File: src/design/rvm_pkg.sv
// Constants, register map and decode helpers of the regulator voltage monitor
// What this block does
// - Comparison starts after zero, one, two, four measurements
// - Mode 00 lockout: fault raises event, shuts regulator
// - Mode 01: event on every finished measurement
// - Mode 10: event after third channel slot
// - One bit turns result debouncing off/on
// - Fault asserts system reset when enabled and masked
// - Window code selects 25 to 3.125 percent
// - Low enables select linear regulators one to eight
// - High enables select linear regulators nine to eleven
// - Buck enable bits 2..7 select six bucks
// - First channel reports its last measured source
// - Second channel reports its last measured source
// - Third channel reports its last measured source
`default_nettype none
package rvm_pkg;
  // ----------------------------------------
  // Register indices, byte address is four times the index
  // ----------------------------------------
  localparam logic [11:0] IDX_MODE = 12'h114;
  localparam logic [11:0] IDX_EN_LO = 12'h115;
  localparam logic [11:0] IDX_EN_HI = 12'h116;
  localparam logic [11:0] IDX_BUCK = 12'h117;
  localparam logic [11:0] IDX_STAT = 12'h118;
  localparam logic [11:0] IDX_MASK = 12'h119;
  localparam logic [11:0] IDX_SRC12 = 12'h11e;
  localparam logic [11:0] IDX_SRC3 = 12'h11f;
  // ----------------------------------------
  // Fields and reset values
  // ----------------------------------------
  localparam int DLY_LSB = 6;
  localparam int MODE_LSB = 4;
  localparam int DEB_BIT = 3;
  localparam int ROF_BIT = 2;
  localparam int THR_LSB = 0;
  localparam int SRC_A_LSB = 0;
  localparam int SRC_B_LSB = 4;
  localparam int EVT_BIT = 0;
  localparam logic [7:0] SRC12_RD_MASK = 8'h7f;
  localparam logic [7:0] RST_REG = 8'h00;
  localparam logic [7:0] RST_MASK = 8'h00;
  localparam logic [1:0] MODE_LOCKOUT = 2'h0;
  localparam logic [1:0] MODE_NORMAL = 2'h1;
  localparam logic [1:0] MODE_BURST = 2'h2;
  localparam logic [1:0] CH_FIRST = 2'h0;
  localparam logic [1:0] CH_SECOND = 2'h1;
  localparam logic [1:0] CH_THIRD = 2'h2;
  localparam int THR_BASE_SHIFT = 2;

  // Measurements to skip after a regulator is newly enabled
  function automatic logic [2:0] skip_count(input logic [1:0] code);
    case (code)
      2'h0: skip_count = 3'h0;
      2'h1: skip_count = 3'h1;
      2'h2: skip_count = 3'h2;
      default: skip_count = 3'h4;
    endcase
  endfunction

  // Whether the source measured on a channel is enabled for monitoring
  // Code 101 on the second channel is ambiguous, so either regulator counts
  function automatic logic src_enabled(input logic [1:0] ch, input logic [2:0] src,
                                       input logic [7:0] lo, input logic [7:0] hi,
                                       input logic [7:0] bk);
    case ({ch, src})
      5'h01: src_enabled = bk[2];
      5'h02: src_enabled = bk[3];
      5'h03: src_enabled = bk[4];
      5'h04: src_enabled = lo[2];
      5'h05: src_enabled = lo[3];
      5'h06: src_enabled = hi[2];
      5'h09: src_enabled = bk[5];
      5'h0a: src_enabled = bk[6];
      5'h0b: src_enabled = bk[7];
      5'h0c: src_enabled = lo[0];
      5'h0d: src_enabled = lo[1] | lo[4];
      5'h11: src_enabled = lo[5];
      5'h12: src_enabled = lo[6];
      5'h13: src_enabled = lo[7];
      5'h14: src_enabled = hi[0];
      5'h15: src_enabled = hi[1];
      default: src_enabled = 1'b0;
    endcase
  endfunction
endpackage
`default_nettype wire

File: src/design/rvm_meas_if.sv
// Compared measurement result passed between the monitor's modules
`timescale 1ns/1ps
`default_nettype none
interface rvm_meas_if;
  logic valid;
  logic [1:0] chan;
  logic [2:0] src;
  logic oor;
  modport drv(output valid, chan, src, oor);
  modport mon(input valid, chan, src, oor);
endinterface
`default_nettype wire

File: src/design/rvm_compare.sv
// Window comparator: flags a sample too far from its target
`timescale 1ns/1ps
`default_nettype none
module rvm_compare (
  input wire logic i_clk,
  input wire logic i_sys_rst,
  input wire logic i_valid,
  input wire logic [1:0] i_chan,
  input wire logic [2:0] i_src,
  input wire logic [7:0] i_value,
  input wire logic [7:0] i_target,
  input wire logic [1:0] i_window,
  rvm_meas_if.drv m
);
  logic [7:0] diff;
  logic [7:0] limit;
  logic valid_q;
  logic [1:0] chan_q;
  logic [2:0] src_q;
  logic oor_q;

  // Window is target/4, /8, /16 or /32
  assign diff = (i_value > i_target) ? i_value - i_target : i_target - i_value;
  assign limit = i_target >> (rvm_pkg::THR_BASE_SHIFT + int'(i_window));

  always_ff @(posedge i_clk or posedge i_sys_rst) begin
    if (i_sys_rst) begin
      valid_q <= 1'b0;
      chan_q <= 2'h0;
      src_q <= 3'h0;
      oor_q <= 1'b0;
    end else begin
      valid_q <= i_valid;
      chan_q <= i_chan;
      src_q <= i_src;
      oor_q <= i_valid && (diff > limit);
    end
  end

  assign m.valid = valid_q;
  assign m.chan = chan_q;
  assign m.src = src_q;
  assign m.oor = oor_q;

  AST_WINDOW: assert property (@(posedge i_clk) disable iff (i_sys_rst)
    i_valid && (diff > limit) |=> m.oor && m.valid)
    else $error("Deviation beyond window not flagged");
endmodule
`default_nettype wire

File: src/design/rvm_debounce.sv
// Per-channel debouncer: a fault must repeat on the same channel
`timescale 1ns/1ps
`default_nettype none
module rvm_debounce (
  input wire logic i_clk,
  input wire logic i_sys_rst,
  input wire logic i_deb_on,
  rvm_meas_if.mon m,
  output logic o_oor
);
  logic [2:0] last_q;

  always_ff @(posedge i_clk or posedge i_sys_rst) begin
    if (i_sys_rst) begin
      last_q <= 3'h0;
    end else if (m.valid) begin
      last_q[m.chan] <= m.oor;
    end
  end

  // Costs one extra measurement of latency when on
  assign o_oor = m.oor && (!i_deb_on || last_q[m.chan]);

  AST_DEB_OFF: assert property (@(posedge i_clk) disable iff (i_sys_rst)
    !i_deb_on && m.valid |-> o_oor == m.oor)
    else $error("Debounce applied while switched off");
endmodule
`default_nettype wire

File: src/design/rvm_top.sv
// Regulator voltage monitor: APB registers, modes, events and fault outputs
`timescale 1ns/1ps
`default_nettype none
module rvm_top (
  input wire logic i_clk,
  input wire logic i_sys_rst,
  input wire logic i_psel,
  input wire logic i_penable,
  input wire logic i_pwrite,
  input wire logic [15:0] i_paddr,
  input wire logic [31:0] i_pwdata,
  output logic o_pready,
  output logic o_pslverr,
  output logic [31:0] o_prdata,
  input wire logic i_meas_valid,
  input wire logic [1:0] i_meas_chan,
  input wire logic [2:0] i_meas_src,
  input wire logic [7:0] i_meas_value,
  input wire logic [7:0] i_meas_target,
  output logic o_reg_shutdown,
  output logic [1:0] o_shutdown_chan,
  output logic [2:0] o_shutdown_src,
  output logic o_interrupt_line_n,
  output logic o_system_reset_out_n
);
  // ----------------------------------------
  // Registers
  // ----------------------------------------
  logic [7:0] mode_ctl_q;
  logic [7:0] en_lo_q;
  logic [7:0] en_hi_q;
  logic [7:0] buck_en_q;
  logic [7:0] src12_q;
  logic [7:0] src3_q;
  logic evt_q;
  logic mask_q;
  logic [2:0] skip_q;
  logic [31:0] prdata_q;
  logic shut_q;
  logic [1:0] shut_chan_q;
  logic [2:0] shut_src_q;
  logic rst_n_q;

  logic [1:0] delay_code;
  logic [1:0] op_mode;
  logic deb_on;
  logic reset_on_fault;
  logic [1:0] window;

  logic setup;
  logic wr;
  logic clr_evt;
  logic [11:0] idx;
  logic hit;
  logic en_rise;
  logic [7:0] rdata;

  logic deb_oor;
  logic src_en;
  logic oor_eff;
  logic evt_set;

  rvm_meas_if meas ();

  // ----------------------------------------
  // Datapath
  // ----------------------------------------
  rvm_compare u_cmp (
    .i_clk(i_clk),
    .i_sys_rst(i_sys_rst),
    .i_valid(i_meas_valid),
    .i_chan(i_meas_chan),
    .i_src(i_meas_src),
    .i_value(i_meas_value),
    .i_target(i_meas_target),
    .i_window(window),
    .m(meas.drv)
  );

  rvm_debounce u_deb (
    .i_clk(i_clk),
    .i_sys_rst(i_sys_rst),
    .i_deb_on(deb_on),
    .m(meas.mon),
    .o_oor(deb_oor)
  );

  assign delay_code = mode_ctl_q[rvm_pkg::DLY_LSB +: 2];
  assign op_mode = mode_ctl_q[rvm_pkg::MODE_LSB +: 2];
  assign deb_on = mode_ctl_q[rvm_pkg::DEB_BIT];
  assign reset_on_fault = mode_ctl_q[rvm_pkg::ROF_BIT];
  assign window = mode_ctl_q[rvm_pkg::THR_LSB +: 2];

  // ----------------------------------------
  // APB decode, zero wait states
  // ----------------------------------------
  assign setup = i_psel && !i_penable;
  assign wr = i_psel && i_penable && i_pwrite;
  assign idx = i_paddr[13:2];
  assign o_pready = 1'b1;

  always_comb begin
    hit = 1'b1;
    rdata = 8'h00;
    case (idx)
      rvm_pkg::IDX_MODE: rdata = mode_ctl_q;
      rvm_pkg::IDX_EN_LO: rdata = en_lo_q;
      rvm_pkg::IDX_EN_HI: rdata = en_hi_q;
      rvm_pkg::IDX_BUCK: rdata = buck_en_q;
      rvm_pkg::IDX_STAT: rdata = {7'h00, evt_q};
      rvm_pkg::IDX_MASK: rdata = {7'h00, mask_q};
      rvm_pkg::IDX_SRC12: rdata = src12_q & rvm_pkg::SRC12_RD_MASK;
      rvm_pkg::IDX_SRC3: rdata = src3_q;
      default: hit = 1'b0;
    endcase
    if (i_paddr[15:14] != 2'h0 || i_paddr[1:0] != 2'h0) begin
      hit = 1'b0;
      rdata = 8'h00;
    end
  end

  assign o_pslverr = i_psel && i_penable && !hit;

  always_ff @(posedge i_clk or posedge i_sys_rst) begin
    if (i_sys_rst) begin
      prdata_q <= 32'h0000_0000;
    end else if (setup) begin
      prdata_q <= {24'h00_0000, rdata};
    end
  end
  assign o_prdata = prdata_q;

  // ----------------------------------------
  // Control and enable registers
  // ----------------------------------------
  always_ff @(posedge i_clk or posedge i_sys_rst) begin
    if (i_sys_rst) begin
      mode_ctl_q <= rvm_pkg::RST_REG;
      en_lo_q <= rvm_pkg::RST_REG;
      en_hi_q <= rvm_pkg::RST_REG;
      buck_en_q <= rvm_pkg::RST_REG;
      mask_q <= 1'b0;
    end else if (wr && hit) begin
      case (idx)
        rvm_pkg::IDX_MODE: mode_ctl_q <= i_pwdata[7:0];
        rvm_pkg::IDX_EN_LO: en_lo_q <= i_pwdata[7:0];
        rvm_pkg::IDX_EN_HI: en_hi_q <= i_pwdata[7:0];
        rvm_pkg::IDX_BUCK: buck_en_q <= i_pwdata[7:0];
        rvm_pkg::IDX_MASK: mask_q <= i_pwdata[rvm_pkg::EVT_BIT];
        default: mask_q <= mask_q;
      endcase
    end
  end

  // A regulator newly enabled restarts the comparison delay
  always_comb begin
    en_rise = 1'b0;
    if (wr && hit) begin
      case (idx)
        rvm_pkg::IDX_EN_LO: en_rise = |(i_pwdata[7:0] & ~en_lo_q);
        rvm_pkg::IDX_EN_HI: en_rise = |(i_pwdata[2:0] & ~en_hi_q[2:0]);
        rvm_pkg::IDX_BUCK: en_rise = |(i_pwdata[7:2] & ~buck_en_q[7:2]);
        default: en_rise = 1'b0;
      endcase
    end
  end

  // Delay counts measurements of any channel, not per regulator
  always_ff @(posedge i_clk or posedge i_sys_rst) begin
    if (i_sys_rst) begin
      skip_q <= 3'h0;
    end else if (en_rise) begin
      skip_q <= rvm_pkg::skip_count(delay_code);
    end else if (meas.valid && skip_q != 3'h0) begin
      skip_q <= skip_q - 3'h1;
    end
  end

  // ----------------------------------------
  // Range decision and events
  // ----------------------------------------
  assign src_en = rvm_pkg::src_enabled(meas.chan, meas.src, en_lo_q, en_hi_q, buck_en_q);
  assign oor_eff = meas.valid && src_en && deb_oor && (skip_q == 3'h0);

  always_comb begin
    case (op_mode)
      rvm_pkg::MODE_LOCKOUT: evt_set = oor_eff;
      rvm_pkg::MODE_NORMAL: evt_set = meas.valid;
      rvm_pkg::MODE_BURST: evt_set = meas.valid && meas.chan == rvm_pkg::CH_THIRD;
      default: evt_set = 1'b0;
    endcase
  end

  // Write one to clear; a new event in the same cycle wins
  assign clr_evt = wr && hit && idx == rvm_pkg::IDX_STAT && i_pwdata[rvm_pkg::EVT_BIT];

  always_ff @(posedge i_clk or posedge i_sys_rst) begin
    if (i_sys_rst) begin
      evt_q <= 1'b0;
    end else if (evt_set) begin
      evt_q <= 1'b1;
    end else if (clr_evt) begin
      evt_q <= 1'b0;
    end
  end

  assign o_interrupt_line_n = !(evt_q && !mask_q);

  // ----------------------------------------
  // Fault outputs
  // ----------------------------------------
  always_ff @(posedge i_clk or posedge i_sys_rst) begin
    if (i_sys_rst) begin
      shut_q <= 1'b0;
      shut_chan_q <= 2'h0;
      shut_src_q <= 3'h0;
    end else begin
      shut_q <= oor_eff && op_mode == rvm_pkg::MODE_LOCKOUT;
      if (oor_eff && op_mode == rvm_pkg::MODE_LOCKOUT) begin
        shut_chan_q <= meas.chan;
        shut_src_q <= meas.src;
      end
    end
  end

  // Reset pulse needs the event masked so software cannot see a pending interrupt
  always_ff @(posedge i_clk or posedge i_sys_rst) begin
    if (i_sys_rst) begin
      rst_n_q <= 1'b1;
    end else begin
      rst_n_q <= !(oor_eff && reset_on_fault && mask_q);
    end
  end

  assign o_reg_shutdown = shut_q;
  assign o_shutdown_chan = shut_chan_q;
  assign o_shutdown_src = shut_src_q;
  assign o_system_reset_out_n = rst_n_q;

  // ----------------------------------------
  // Last measured source per channel
  // ----------------------------------------
  // Hardware update overrides a software write in the same cycle
  always_ff @(posedge i_clk or posedge i_sys_rst) begin
    if (i_sys_rst) begin
      src12_q <= rvm_pkg::RST_REG;
      src3_q <= rvm_pkg::RST_REG;
    end else begin
      if (wr && hit && idx == rvm_pkg::IDX_SRC12) begin
        src12_q <= i_pwdata[7:0];
      end
      if (wr && hit && idx == rvm_pkg::IDX_SRC3) begin
        src3_q <= i_pwdata[7:0];
      end
      if (meas.valid) begin
        case (meas.chan)
          rvm_pkg::CH_FIRST: src12_q[rvm_pkg::SRC_A_LSB +: 3] <= meas.src;
          rvm_pkg::CH_SECOND: src12_q[rvm_pkg::SRC_B_LSB +: 3] <= meas.src;
          rvm_pkg::CH_THIRD: src3_q[rvm_pkg::SRC_A_LSB +: 3] <= meas.src;
          default: src3_q <= src3_q;
        endcase
      end
    end
  end

  // ----------------------------------------
  // Assertions
  // ----------------------------------------
  AST_LOCKOUT_SHUT: assert property (@(posedge i_clk) disable iff (i_sys_rst)
    oor_eff && op_mode == rvm_pkg::MODE_LOCKOUT
      |=> o_reg_shutdown && (!o_interrupt_line_n || mask_q))
    else $error("Lockout fault did not shut down");

  AST_NORMAL_EVT: assert property (@(posedge i_clk) disable iff (i_sys_rst)
    meas.valid && op_mode == rvm_pkg::MODE_NORMAL |=> evt_q)
    else $error("Finished measurement raised no event");

  AST_BURST_EVT: assert property (@(posedge i_clk) disable iff (i_sys_rst)
    $rose(evt_q) && $past(op_mode) == rvm_pkg::MODE_BURST
      |-> $past(meas.valid) && $past(meas.chan) == rvm_pkg::CH_THIRD)
    else $error("Burst event before third channel slot");

  AST_SKIP_LOAD: assert property (@(posedge i_clk) disable iff (i_sys_rst)
    en_rise |=> skip_q == rvm_pkg::skip_count($past(delay_code)))
    else $error("Comparison delay not loaded");

  AST_SKIP_HOLD: assert property (@(posedge i_clk) disable iff (i_sys_rst)
    skip_q != 3'h0 && meas.valid |=> !o_reg_shutdown && o_system_reset_out_n)
    else $error("Fault acted during comparison delay");

  AST_RESET_OUT: assert property (@(posedge i_clk) disable iff (i_sys_rst)
    oor_eff && reset_on_fault && mask_q |=> !o_system_reset_out_n ##1 o_system_reset_out_n
      || $past(oor_eff, 1))
    else $error("Fault did not pulse system reset");

  AST_RESET_GATED: assert property (@(posedge i_clk) disable iff (i_sys_rst)
    !mask_q || !reset_on_fault |=> o_system_reset_out_n)
    else $error("System reset without mask and enable");

  AST_DISABLED_SRC: assert property (@(posedge i_clk) disable iff (i_sys_rst)
    meas.valid && !src_en |=> !o_reg_shutdown)
    else $error("Disabled regulator was shut down");

  AST_SRC_FIRST: assert property (@(posedge i_clk) disable iff (i_sys_rst)
    meas.valid && meas.chan == rvm_pkg::CH_FIRST |=> src12_q[2:0] == $past(meas.src))
    else $error("First channel source not recorded");

  AST_SRC_SECOND: assert property (@(posedge i_clk) disable iff (i_sys_rst)
    meas.valid && meas.chan == rvm_pkg::CH_SECOND |=> src12_q[6:4] == $past(meas.src))
    else $error("Second channel source not recorded");

  AST_SRC_THIRD: assert property (@(posedge i_clk) disable iff (i_sys_rst)
    meas.valid && meas.chan == rvm_pkg::CH_THIRD |=> src3_q[2:0] == $past(meas.src))
    else $error("Third channel source not recorded");

  AST_EVT_SET: assert property (@(posedge i_clk) disable iff (i_sys_rst)
    evt_set |=> evt_q)
    else $error("Event did not set status");

  AST_EVT_CLEAR: assert property (@(posedge i_clk) disable iff (i_sys_rst)
    clr_evt && !evt_set |=> !evt_q)
    else $error("Write one did not clear status");

  AST_RESERVED_QUIET: assert property (@(posedge i_clk) disable iff (i_sys_rst)
    op_mode == 2'h3 && !evt_q |=> !evt_q)
    else $error("Reserved mode raised an event");

  AST_AUTO_NO_SHUT: assert property (@(posedge i_clk) disable iff (i_sys_rst)
    op_mode != rvm_pkg::MODE_LOCKOUT |=> !o_reg_shutdown)
    else $error("Shutdown outside lockout mode");

  AST_SKIP_DEC: assert property (@(posedge i_clk) disable iff (i_sys_rst)
    !en_rise && meas.valid && skip_q != 3'h0 |=> skip_q == $past(skip_q) - 3'h1)
    else $error("Comparison delay did not count down");

  AST_IN_RANGE: assert property (@(posedge i_clk) disable iff (i_sys_rst)
    meas.valid && !meas.oor |=> !o_reg_shutdown && o_system_reset_out_n)
    else $error("In-range sample acted as fault");

  AST_SHUT_SRC: assert property (@(posedge i_clk) disable iff (i_sys_rst)
    oor_eff && op_mode == rvm_pkg::MODE_LOCKOUT
      |=> o_shutdown_chan == $past(meas.chan) && o_shutdown_src == $past(meas.src))
    else $error("Shutdown source not recorded");
endmodule
`default_nettype wire

File: config.mk
export PLATFORM = sky130hd
export DESIGN_NAME = rvm_top
export DESIGN_NICKNAME = d
export VERILOG_FILES = /design/src/design/rvm_pkg.sv /design/src/design/rvm_meas_if.sv /design/src/design/rvm_compare.sv /design/src/design/rvm_debounce.sv /design/src/design/rvm_top.sv
export SDC_FILE = /design/constraint.sdc
export NUM_CORES = 1
export LEC_CHECK = 0
export ABC_CLOCK_PERIOD_IN_PS = 3900
export BUFFER_PORTS_ARGS = -buffer_cell sky130_fd_sc_hd__buf_2
export CAP_MARGIN = 0
export CORE_ASPECT_RATIO = 0.6
export CORE_UTILIZATION = 37
export CTS_BUF_LIST = sky130_fd_sc_hd__clkbuf_4
export DETAILED_ROUTE_END_ITERATION = 12
export SYNTH_ARGS = -nofsm -noshare
export SYNTH_HDL_FRONTEND = slang
export SYNTH_SLANG_ARGS = --single-unit
File: constraint.sdc
create_clock -name i_clk -period 3.9 [get_ports i_clk]
set_input_delay 0.195 -clock i_clk [delete_from_list [all_inputs] [get_ports i_clk]]
set_output_delay 0.195 -clock i_clk [all_outputs]
set_load 0.03 [all_outputs]
==> results by group, run 1 <==
Timing
  • Slew headroom: 0.161
  • Post-route setup TNS: 0 ns
  • Setup ws final: 0.961 ns
  • Fin. max-slew vios: 0
  • Final Hold Viols: 0
  • Endpoints failing setup: 0
  • Worst hold slack: 0.0310 ns
  • Max frequency: 340 MHz
  • Tcrit/Tclk final: 0.754
  • Worst Max-Slew Pin Slew: 1.25 ns
  • Final Skew: 0.0176 ns
  • Min cycle time layout: 2.94 ns
  • RSZ-0062 raised after global routing: false

Synthesis
  • Post-synthesis register bit count: 77
  • EDFF count, synth: 0
  • Cell area after synthesis: 5020 um^2
  • Yosys warning total: 0
  • Post-synthesis cell count: 475
  • Seq/Total Area, Yosys: 0.384
  • Synth unique cells: 68
  • Synth async-reset ratio: 1.00
  • Top_reg_cell synth: dfrtp_1
  • Mean Syn Cell Area: 10.6 um^2

CTS
  • Post-CTS Setup Repair Bufs: 0
  • TritonCTS Buffers: 9
  • Clock transition at the registers of the reported paths: 0.12 ns
  • Maximum clock path buffer count: 2
  • CTS Root Buffer Type: clkbuf_4
  • Clock net sink count: 77
  • CTS tree: done
  • Clk_lat worst skew: 0.45 ns
  • H-tree levels: 3

Outcome
  • Failing checks: design-rule violations
  • Outcome: finished, violations left

Worst setup path
  • CP arrival: 3.27 ns
  • Worst EP required: 4.23 ns
  • WS Path Type: in2reg
  • Critical Path Start Type: primary input
  • Crit Path Max Fanout: 8
  • CP endpoint kind: register

Drt
  • DRC: 10
  • 1st-iter DRT viols: 264
  • DR pass1 iterations: 8
  • WL final: 12,300 um
  • Post-DR vias/cell: 5.35
  • Drt wl/cell: 17.1 um
  • Via count: 3,837
  • Routed Antenna Nets: 0

Placed design
  • Final HPWL DP: 9530 um
  • Dpl ws: 0.522 ns
  • Placed insts: 695
  • Cell Area, Placed: 5400 um^2
  • Final Wtd Congestion: 0.887
  • PortBufs: 67

Floorplan
  • Row count: 32
  • IO Count: 117
  • Starting Density: 0.386
  • Die width: 152 um
  • Die area: 14,000 um^2
  • Die Height: 92.2 um
  • Core Box Area: 13,000 um^2

Power and ir drop
  • Pwr dens: 329 nW/um^2
  • Pleak: 2.73 nW
  • Peak supply drop: 0.248 mV
  • Tot Pwr: 1.83 mW

Global route
  • GRT Residual Overflow: 0
  • Initial antenna violation count: 0
  • GRT Overall Usage: 0.184
  • Vias in the first global route: 3,791
  • Largest net degree at the start of global routing: 78
  • First-pass GRT wire length: 19,700 um

Finish
  • Area Overhead vs Synth: 11.0%
  • Fillers: 1,261
  • N_diodes: 0
  • Commonest non-fill, non-tap cells in the layout: dfrtp_1 (76), buf_2 (67), mux2_2 (43)
  • Final non-filler cell area: 5570 um^2
  • Final Non-Filler Cells: 717
  • Multi-input logic area: 2770 um^2
  • Layout cell share with drive strength beyond 1: 0.289
  • Nets: 642
  • FF/Latch Area: 1930 um^2
  • Util after Layout: 0.428
  • Commonest non-fill, non-tap cell in the layout: dfrtp_1

Flow run
  • Max_cap viols: 0

Worst hold path
  • Hold Path Class: in2async
sequential cells by signal, indices dropped and copies added (netlist names), 2 cells and up:
signal / cells
buck_en_q: 8
en_hi_q: 8
en_lo_q: 8
mode_ctl_q: 8
o_prdata: 8
src3_q: 8
src12_q: 7
o_shutdown_src: 3
skip_q: 3
u_cmp.m.src: 3
u_deb.last_q: 3
o_shutdown_chan: 2
u_cmp.m.chan: 2
cell type report:
cell class,count,area share
Timing Repair Buffer,74,0.0723
Sequential cell,77,0.346
Tap cell,170,0.0382
Clock buffer,10,0.0135
Clock inverter,6,0.00719
Inverter,38,0.0256
Multi-Input combinational cell,342,0.497
logic make-up (layout without fill, tap and decap cells):
| group | count (synthesis) | after routing | share of synthesized area |
|---|---|---|---|
| other | 2 | 25 | 0.00150 |
| AOI/OAI and AO/OA | 101 | 101 | 0.134 |
| DFF | 77 | 77 | 0.384 |
| muxes | 76 | 76 | 0.190 |
| adders and majority gates | 25 | 25 | 0.0653 |
| buffers and inverters | 79 | 128 | 0.0810 |
| xor gates and xnor gates | 8 | 8 | 0.0140 |
| and+or+nand+nor | 107 | 107 | 0.130 |
power breakdown:
part | total, mW | internal [mW] | leakage (nW) | switching (mW)
Sequential | 0.913 | 0.866 | 1.01 | 0.0475
Clock | 0.427 | 0.135 | 0.0544 | 0.292
Combinational | 0.492 | 0.195 | 1.67 | 0.297
Total | 1.83 | 1.20 | 2.73 | 0.637
repair_timing:
| item | CTS | global route |
|---|---|---|
| endpoints found under the hold margin | 7 | 0 |
| hold buffers | 6 | 0 |
| endpoints found under the setup margin | 0 | 0 |
| gates resized for setup | 0 | 0 |
routing by layer:
layer | global-route usage | routed length [um] | part of all wire
met5 | 0 | 0 | 0
met3 | 0.0733 | 1290 | 0.11
met1 | 0.270 | 6220 | 0.51
met2 | 0.249 | 4680 | 0.38
met4 | 0.0349 | 98 | 0.0080
final timing paths:
check | from | endpoint | slack (ns) | cells after the start
min in group i_clk | i_pwdata[3] | src3_q[3]$_DFFE_PP0P_ | 0.10 | 2
min reg2reg | mode_ctl_q[2]$_DFFE_PP0P_ | o_system_reset_out_n$_DFF_PP1_ | 0.49 | 1
min | i_sys_rst | o_reg_shutdown$_DFF_PP0_ | 0.03 | 3
max reg2reg | u_cmp.m.chan[0]$_DFF_PP0_ | o_shutdown_chan[0]$_DFFE_PP0P_ | 1.03 | 6
max | i_meas_value[0] | u_cmp.m.oor$_DFF_PP0_ | 0.96 | 15
max in group asynchronous | i_sys_rst | en_hi_q[5]$_DFFE_PP0P_ | 3.25 | 3
critical path: stages:
cell and delay, ns:
buf_2 0.11, inv_1 0.05, ha_1 0.15, inv_1 0.05
fa_1 0.42, a21oi_1 0.20, o22ai_1 0.13, o31a_1 0.39
mux2i_1 0.28, o21ai_0 0.14, xnor2_1 0.15, ha_1 0.31
nand4_1 0.10, o221a_2 0.23, o41a_1 0.36
synthesized netlist by cell type (9+ instances only):
cell type,number,area share
o22ai_1,10,0.012
mux2i_1,17,0.034
a21oi_1,22,0.022
o21ai_0,25,0.025
nand2_1,36,0.027
mux2_2,43,0.097
ha_1,23,0.057
dfrtp_1,76,0.38
inv_1,38,0.028
a22o_1,9,0.016
nor2_1,17,0.013
buf_4,26,0.039
Power figures use the tool's default switching activity.
==> inputs of run 2 (changes only) <==
--- a/config.mk
+++ b/config.mk
@@ -5,7 +5,8 @@
 export SDC_FILE = /design/constraint.sdc
 export NUM_CORES = 1
 export LEC_CHECK = 0
-export ABC_CLOCK_PERIOD_IN_PS = 3900
+export ABC_AREA = 1
+export ABC_CLOCK_PERIOD_IN_PS = 2600
 export BUFFER_PORTS_ARGS = -buffer_cell sky130_fd_sc_hd__buf_2
 export CAP_MARGIN = 0
 export CORE_ASPECT_RATIO = 0.6
==> constraint.sdc (replaced) <==
create_clock -name i_clk -period 2.6 [get_ports i_clk]
set_input_delay 0.13 -clock i_clk [delete_from_list [all_inputs] [get_ports i_clk]]
set_output_delay 0.13 -clock i_clk [all_outputs]
set_load 0.03 [all_outputs]
==> run 2 against run 1 <==
The run now ends clean. Non-clock buffer count grew 32. Total power rose by 49%. Critical path depth rose by 6. Register-to-register slack worse by 0.63 ns. Area after synthesis increased by 12%. Via count grew 41%. Combinational power up 44%. Final cell count increased by 52%. Worst setup slack lost 0.62 ns. Count of clock-buffer cells in the layout is 1 lower. Final area up 16%. Flip-flop and latch count stayed put.
==> results by group, run 2 <==
Worst setup path
  • RR Startpoint: u_cmp.m.src[0]$_DFF_PP0_
  • CP top delay family: simple AND/OR/NAND/NOR gates
  • R2R Path End: o_shutdown_src[2]$_DFFE_PP0P_
  • CP bufs+invs: 4 (+1)
  • CP max stage cell: fa_1
  • Crit Path Max Fanout: 5 (-3)
  • CP endpoint kind: register
  • CP peak stage delay: 0.41 ns (about the same)
  • WS Path Type: in2reg
  • Worst EP required: 2.97 ns (-1.26 ns)
  • Critical Path Start Type: primary input
  • CP arrival: 2.62 ns (-0.65 ns)
  • R2R setup slack: 0.40 ns (-0.63 ns)
  • R2R depth: 11 (+5)
  • CP Cell Sequence: buf_2, inv_1, ha_1, inv_1, fa_1, nand3_1, nand3_1, nand2_1, nand2_1, nand2_1, inv_1, nand3_1, o21ai_0, xnor2_1, ha_1, nand2_1, nor2_1, a211oi_1, nor2_1, nor2_1, nor2_1

Global route
  • Largest net degree at the start of global routing: 41 (-47%)
  • GRT Residual Overflow: 0 (unchanged)
  • Initial antenna violation count: 0 (unchanged)
  • Vias in the first global route: 4,964 (+31%)
  • First-pass GRT wire length: 26,900 um (+37%)
  • GRT Overall Usage: 0.221 (+0.0377)

Drt
  • Wl on met1: 8820 um (+42%)
  • 1st-iter DRT viols: 538 (+100%)
  • WL final: 16,300 um (+32%)
  • Drt wl/cell: 14.9 um (-13%)
  • DR pass1 iterations: 5 (-3)
  • Routed Antenna Nets: 0 (unchanged)
  • Via count: 5,417 (+41%)
  • Top sig layer: met4
  • DRC: 0 (-10)
  • WL met3: 1630 um (+26%)
  • Met2 wire length: 5670 um (+21%)
  • Post-DR vias/cell: 4.98 (-7.0%)

Placed design
  • PortBufs: 67 (unchanged)
  • Placed insts: 1,062 (+53%)
  • Cell Area, Placed: 6230 um^2 (+16%)
  • Final HPWL DP: 13,000 um (+36%)
  • Final Wtd Congestion: 0.895 (+0.89%)

Floorplan
  • Die area: 15,700 um^2 (+12%)
  • Core Box Area: 14,600 um^2 (+12%)
  • Die width: 161 um (+5.7%)
  • Die Height: 97.4 um (+5.7%)
  • IO Count: 117 (unchanged)
  • Starting Density: 0.384 (-0.00186)
  • Row count: 34 (+6.3%)

CTS
  • Maximum clock path buffer count: 2 (unchanged)
  • H-tree levels: 3 (unchanged)
  • Post-cts resize count: 0 (unchanged)
  • CTS Root Buffer Type: clkbuf_4
  • TritonCTS Buffers: 9 (unchanged)
  • Clock transition at the registers of the reported paths: 0.14 ns (+0.02 ns)
  • Clk_lat worst skew: 0.45 ns (about the same)
  • CTS tree: done
  • Clock net sink count: 77 (unchanged)

Synthesis
  • Top_reg_cell synth: dfrtp_1
  • Count leader, synth: nand2_1
  • Mean Syn Cell Area: 7.17 um^2 (-32%)
  • Synth unique cells: 42 (-38%)
  • Post-synthesis register bit count: 77 (unchanged)
  • EDFF count, synth: 0 (unchanged)
  • List of most frequent post-synthesis cells: nand2_1 (223), inv_1 (110), dfrtp_1 (76)
  • Top cell type's share of synthesized area: 0.339 (-0.0404)
  • Yosys warning total: 0 (unchanged)
  • Post-synthesis cell count: 783 (+65%)
  • Area leader, netlist: dfrtp_1
  • Synth area leaders: dfrtp_1 (34%), nand2_1 (15%), inv_1 (7.4%), nand3_1 (5.9%), ha_1 (5.1%)
  • Seq/Total Area, Yosys: 0.343 (-0.0409)
  • Cell area after synthesis: 5620 um^2 (+12%)
  • Synth async-reset ratio: 1.00 (unchanged)

Power and ir drop
  • Peak supply drop: 0.317 mV (+28%)
  • Pwr dens: 423 nW/um^2 (+28%)
  • Pleak: 3.47 nW (+27%)
  • Tot Pwr: 2.73 mW (+49%)

Timing
  • RSZ-0062 raised after global routing: false
  • Max frequency: 443 MHz
  • Fin. max-slew vios: 0 (unchanged)
  • Final Skew: 0.0159 ns (-0.00163 ns)
  • Post-route setup TNS: 0 ns (unchanged)
  • Tcrit/Tclk final: 0.868
  • Endpoints failing setup: 0 (unchanged)
  • Final Hold Viols: 0 (unchanged)
  • Min cycle time layout: 2.26 ns
  • Worst Max-Slew Pin Slew: 0.654 ns (-0.593 ns)
  • Slew headroom: 0.564 (+0.402)

Finish
  • Util after Layout: 0.442 (+0.0135)
  • FF/Latch Area: 1930 um^2 (unchanged)
  • Layout cell share with drive strength beyond 1: 0.175 (-0.114)
  • Multi-input logic area: 3060 um^2 (+11%)
  • Fillers: 1,533 (+22%)
  • Commonest non-fill, non-tap cell in the layout: nand2_1
  • N_diodes: 0 (unchanged)
  • Final non-filler cell area: 6460 um^2 (+16%)
  • Nets: 985 (+53%)
  • Final Non-Filler Cells: 1,088 (+52%)
  • Commonest non-fill, non-tap cells in the layout: nand2_1 (223), inv_1 (109), dfrtp_1 (76)
  • Area Overhead vs Synth: 15.1%

Worst hold path
  • WHS Endpoint: o_prdata[0]$_DFFE_PP0P_
  • Hold path start: i_penable
  • Hold path depth: 3
  • Hold Path Class: in2reg

Outcome
  • Outcome: complete, no violations

Flow run
  • Max_cap viols: 0 (unchanged)
[run 2: worst max path at each step]
stage                          startpoint               endpoint  slack [ns]  cells past startpoint
final                     i_meas_value[0]  u_cmp.m.oor$_DFF_PP0_        0.34                     21
after global routing      i_meas_value[0]  u_cmp.m.oor$_DFF_PP0_        0.03                     20
after CTS                 i_meas_value[0]  u_cmp.m.oor$_DFF_PP0_        0.35                     20
after detailed placement  i_meas_value[0]  u_cmp.m.oor$_DFF_PP0_       -0.14                     20
after global placement    i_meas_value[0]  u_cmp.m.oor$_DFF_PP0_       -0.09                     20
after floorplan           i_meas_value[0]  u_cmp.m.oor$_DFF_PP0_        0.16                     20
[run 2: repair_timing]
| action | 4_1_cts | 5_1_grt |
|---|---|---|
| hold buffers | 10 | 0 |
| hold endpoints to repair | 46 | 0 |
| setup buffers | 0 | 0 |
[run 2: metal layers]
metal  track usage  up-vias
met4        0.0356        0
met5             0        -
met1         0.370     2455
met3        0.0585       16
li1              -     2716
met2         0.272      230
[run 2: worst min-delay path, cell delays in order]
cell and delay, ns:
buf_2 0.17, o21ai_0 0.11, nand2_1 0.07
[run 2: cell type report]
class,instances,share of cell area
multi-input cells,577,0.474
clock buffers,9,0.0105
repair buffers,106,0.103
clock inverters,7,0.00949
inverters,114,0.0664
flip-flops and latches,77,0.298
well taps,198,0.0383
[run 2: logic make-up (layout without fill, tap and decap cells)]
kind of cell             after synthesis  in the layout  synth area share
AND/OR/NAND/NOR                      397            397             0.332
buffers and inverters                152            236             0.127
AO/OA/AOI/OAI                        123            123             0.127
flip-flops                            77             77             0.343
adder cells (fa/ha/maj)               25             25            0.0584
XOR/XNOR                               7              7            0.0109
other                                  2             25           0.00134
[run 2: report_power, final]
group          internal [mW]  switching, mW
registers               1.26         0.0507
clock network          0.218          0.490
logic                  0.263          0.447
[run 2: through the flow]
step | hold WS [ns] | setup slack, ns
after floorplan | 0.161 | 0.158
after global placement | 0.238 | -0.0865
after detailed placement | 0.239 | -0.140
after CTS | 0.0236 | 0.346
after global routing | 0.0571 | 0.0255
final | 0.0599 | 0.343
==> inputs of run 3 (changes only) <==
--- a/config.mk
+++ b/config.mk
@@ -15,4 +15,5 @@
 export DETAILED_ROUTE_END_ITERATION = 12
 export SYNTH_ARGS = -nofsm -noshare
 export SYNTH_HDL_FRONTEND = slang
+export SYNTH_HIERARCHICAL = 1
 export SYNTH_SLANG_ARGS = --single-unit
==> run 3 against run 2 <==
Critical path depth shrank 10. Sequential share of layout area rose by 0.18 points. Sequential power about the same. Largest power group unchanged. Worst setup slack got worse by 0.035 ns. Synthesized cell count fell by 0.51%. Count of clock-buffer cells in the layout did not move.
==> results by group, run 3 <==
Outcome
  • Outcome: complete, no violations

Placed design
  • Final Wtd Congestion: 0.900 (+0.64%)
  • PortBufs: 67 (unchanged)
  • Final HPWL DP: 12,100 um (-6.6%)

CTS
  • Maximum clock path buffer count: 2 (unchanged)
  • Clock transition at the registers of the reported paths: 0.13 ns (about the same)
  • CTS tree: done
  • CTS Root Buffer Type: clkbuf_4
  • Post-CTS Setup Repair Bufs: 0 (unchanged)
  • TritonCTS Buffers: 9 (unchanged)
  • H-tree levels: 3 (unchanged)
  • Clk_lat worst skew: 0.45 ns (about the same)
  • Clock net sink count: 77 (unchanged)
  • Post-cts resize count: 0 (unchanged)

Power and ir drop
  • Clk pwr share: 0.341 (+0.082)
  • Peak supply drop: 0.214 mV (-33%)
  • Pwr dens: 480 nW/um^2 (+14%)
  • Sw Share: 0.309 (-0.0524)
  • Share of power burned in registers: 0.424 (-0.057)
  • Comb power frac: 0.235 (-0.025)
  • Pleak: 3.62 nW (+4.2%)
  • Tot Pwr: 3.08 mW (+13%)
  • Sw power: 0.953 mW (-3.5%)
  • Internal power: 2.13 mW (+22%)

Worst setup path
  • R2R setup slack: 0.31 ns (-0.09 ns)
  • R2R depth: 11 (unchanged)
  • RR Startpoint: mode_ctl_q[0]$_DFFE_PP0P_
  • WS Path Type: reg2reg
  • Critical Path Start Type: register
  • CP arrival: 2.69 ns (+0.07 ns)
  • Worst EP required: 3.00 ns (+0.03 ns)
  • CP Cell Sequence: o21ai_0, o21ai_0, ha_1, nand2_1, o21ai_0, nand2_1, nand2_1, o21ai_0, nand3_1, nand2_1, inv_1
  • R2R Path End: u_cmp/m.oor$_DFF_PP0_
  • Crit Path Max Fanout: 14 (+9)
  • CP endpoint kind: register
  • CP top delay family: compound AO/OA/AOI/OAI gates
  • CP bufs+invs: 1 (-3)
  • CP max stage cell: dfrtp_1
  • CP peak stage delay: 0.54 ns (+0.13 ns)

Drt
  • DRC: 0 (unchanged)
  • 1st-iter DRT viols: 585 (+8.7%)
  • WL final: 15,400 um (-5.0%)
  • Routed Antenna Nets: 0 (unchanged)
  • Post-DR vias/cell: 4.90 (-1.6%)
  • Via count: 5,320 (-1.8%)
  • Drt wl/cell: 14.2 um (-4.8%)
  • DR pass1 iterations: 5 (unchanged)

Synthesis
  • Synth unique cells: 36 (-14%)
  • Post-synthesis register bit count: 77 (unchanged)
  • Seq/Total Area, Yosys: 0.355 (+0.0112)
  • Synth area leaders: dfrtp_1 (35%), nand2_1 (18%), inv_1 (7.7%), ha_1 (5.3%), nand3_1 (4.0%)
  • Area leader, netlist: dfrtp_1
  • Mean Syn Cell Area: 6.98 um^2 (-2.7%)
  • EDFF count, synth: 0 (unchanged)
  • List of most frequent post-synthesis cells: nand2_1 (261), inv_1 (112), dfrtp_1 (76)
  • Synth async-reset ratio: 1.00 (unchanged)
  • Top cell type's share of synthesized area: 0.350 (+0.0111)
  • Top_reg_cell synth: dfrtp_1
  • Cell area after synthesis: 5440 um^2 (-3.2%)
  • Count leader, synth: nand2_1
  • Yosys warning total: 6 (+6)
  • Post-synthesis cell count: 779 (-0.51%)

Global route
  • Initial antenna violation count: 0 (unchanged)
  • First-pass GRT wire length: 25,000 um (-7.0%)
  • Largest net degree at the start of global routing: 47 (+15%)
  • Vias in the first global route: 4,663 (-6.1%)
  • GRT Residual Overflow: 0 (unchanged)
  • GRT Overall Usage: 0.220 (-0.00185)

Floorplan
  • Die area: 15,200 um^2 (-3.1%)
  • Starting Density: 0.388 (+0.00477)
  • IO Count: 117 (unchanged)
  • Die Height: 95.9 um (-1.6%)
  • Row count: 33 (-2.9%)
  • Core Box Area: 14,000 um^2 (-4.4%)
  • Die width: 159 um (-1.6%)

Timing
  • Max frequency: 436 MHz (-1.5%)
  • Fin. max-slew vios: 0 (unchanged)
  • Slew headroom: 0.618 (+0.0543)
  • Endpoints failing setup: 0 (unchanged)
  • RSZ-0062 raised after global routing: false
  • Post-route setup TNS: 0 ns (unchanged)
  • Worst Max-Slew Pin Slew: 0.569 ns (-0.0851 ns)
  • Tcrit/Tclk final: 0.882 (+0.0137)
  • Min cycle time layout: 2.29 ns (+0.0355 ns)
  • Final Hold Viols: 0 (unchanged)
  • Final Skew: 0.00510 ns (-0.0108 ns)

Worst hold path
  • Hold path start: i_pwdata[6]
  • Hold Path Class: in2reg
  • WHS Endpoint: src12_q[6]$_DFF_PP0_
  • Hold path depth: 5 (+2)

Finish
  • N_diodes: 0 (unchanged)
  • Commonest non-fill, non-tap cells in the layout: nand2_1 (261), inv_1 (111), dfrtp_1 (76)
  • Area Overhead vs Synth: 18.1%
  • Layout cell share with drive strength beyond 1: 0.171 (-0.00414)
  • Nets: 989 (+0.41%)
  • Commonest non-fill, non-tap cell in the layout: nand2_1

Flow run
  • Max_cap viols: 0 (unchanged)
-- run 3: cells by family after synthesis --
group | after synthesis | synth area share
compound gates | 99 | 0.105
fa+ha+maj | 25 | 0.0603
simple gates | 416 | 0.338
buf+inv | 153 | 0.130
other cells | 2 | 0.00138
flops | 77 | 0.355
xor+xnor | 7 | 0.0113
-- run 3: area by class of cell --
| type | count | area [um^2] |
|---|---|---|
| Clock buffer | 9 | 67.6 |
| Clock inverter | 7 | 146 |
| Fill cell | 1441 | 7570 |
| Inverter | 116 | 438 |
| Multi-Input combinational cell | 572 | 2890 |
| Sequential cell | 77 | 1930 |
| Tap cell | 192 | 240 |
| Timing Repair Buffer | 113 | 713 |
-- run 3: worst max-delay path by stage --
stage	from	to	slack (ns)	cells past startpoint
floorplan	i_meas_value[0]	u_cmp/m.oor$_DFF_PP0_	0.23	22
global placement	i_meas_value[0]	u_cmp/m.oor$_DFF_PP0_	-0.09	23
detailed placement	i_meas_value[0]	u_cmp/m.oor$_DFF_PP0_	-0.14	23
CTS	i_meas_value[0]	u_cmp/m.oor$_DFF_PP0_	0.34	23
global route	i_meas_value[0]	u_cmp/m.oor$_DFF_PP0_	0.09	23
finish	mode_ctl_q[0]$_DFFE_PP0P_	u_cmp/m.oor$_DFF_PP0_	0.31	11
-- run 3: worst register-to-register path: cells and delay by family, from the launching register on --
family	cells	cell delay, ns
AOI/OAI and AO/OA	4	0.95
DFF	1	0.54
and+or+nand+nor	5	0.37
adders and majority gates	1	0.34
buffers and inverters	1	0.05
-- run 3: per-stage QoR --
stage | setup slack, ns | instance area [um^2] | hold WS (ns) | cells | utilization
2_1_floorplan | 0.228 | 5520 | -0.116 | 802 | -
3_3_place_gp | -0.0915 | 6130 | 0.0278 | 1062 | 0.438
3_5_place_dp | -0.135 | 6130 | 0.0290 | 1062 | 0.438
4_1_cts | 0.341 | 6420 | 0.0261 | 1086 | 0.459
5_1_grt | 0.0918 | 6420 | 0.0418 | 1086 | 0.459
6_report | 0.307 | 6420 | 0.0452 | 1086 | 0.459
-- run 3: routing by layer --
| metal | part of all wire | GRT usage |
|---|---|---|
| met1 | 0.55 | 0.362 |
| met5 | 0 | 0 |
| met4 | 0.0063 | 0.0449 |
| met2 | 0.34 | 0.274 |
| met3 | 0.10 | 0.0509 |
-- run 3: repair_timing --
item / 4_1_cts / 5_1_grt
setup endpoints to repair: 0 / 0
endpoints found under the hold margin: 38 / 0
hold buffers: 8 / 0
-- run 3: power groups by stage --
stage | combinational, mW | clock (mW) | sequential, mW
finish | 0.726 | 1.05 | 1.31
global route | 0.837 | 1.12 | 1.31
CTS | 0.723 | 1.07 | 1.31
detailed placement | 0.712 | 0 | 1.33
global placement | 0.714 | 0 | 1.33
floorplan | 0.517 | 0 | 1.32
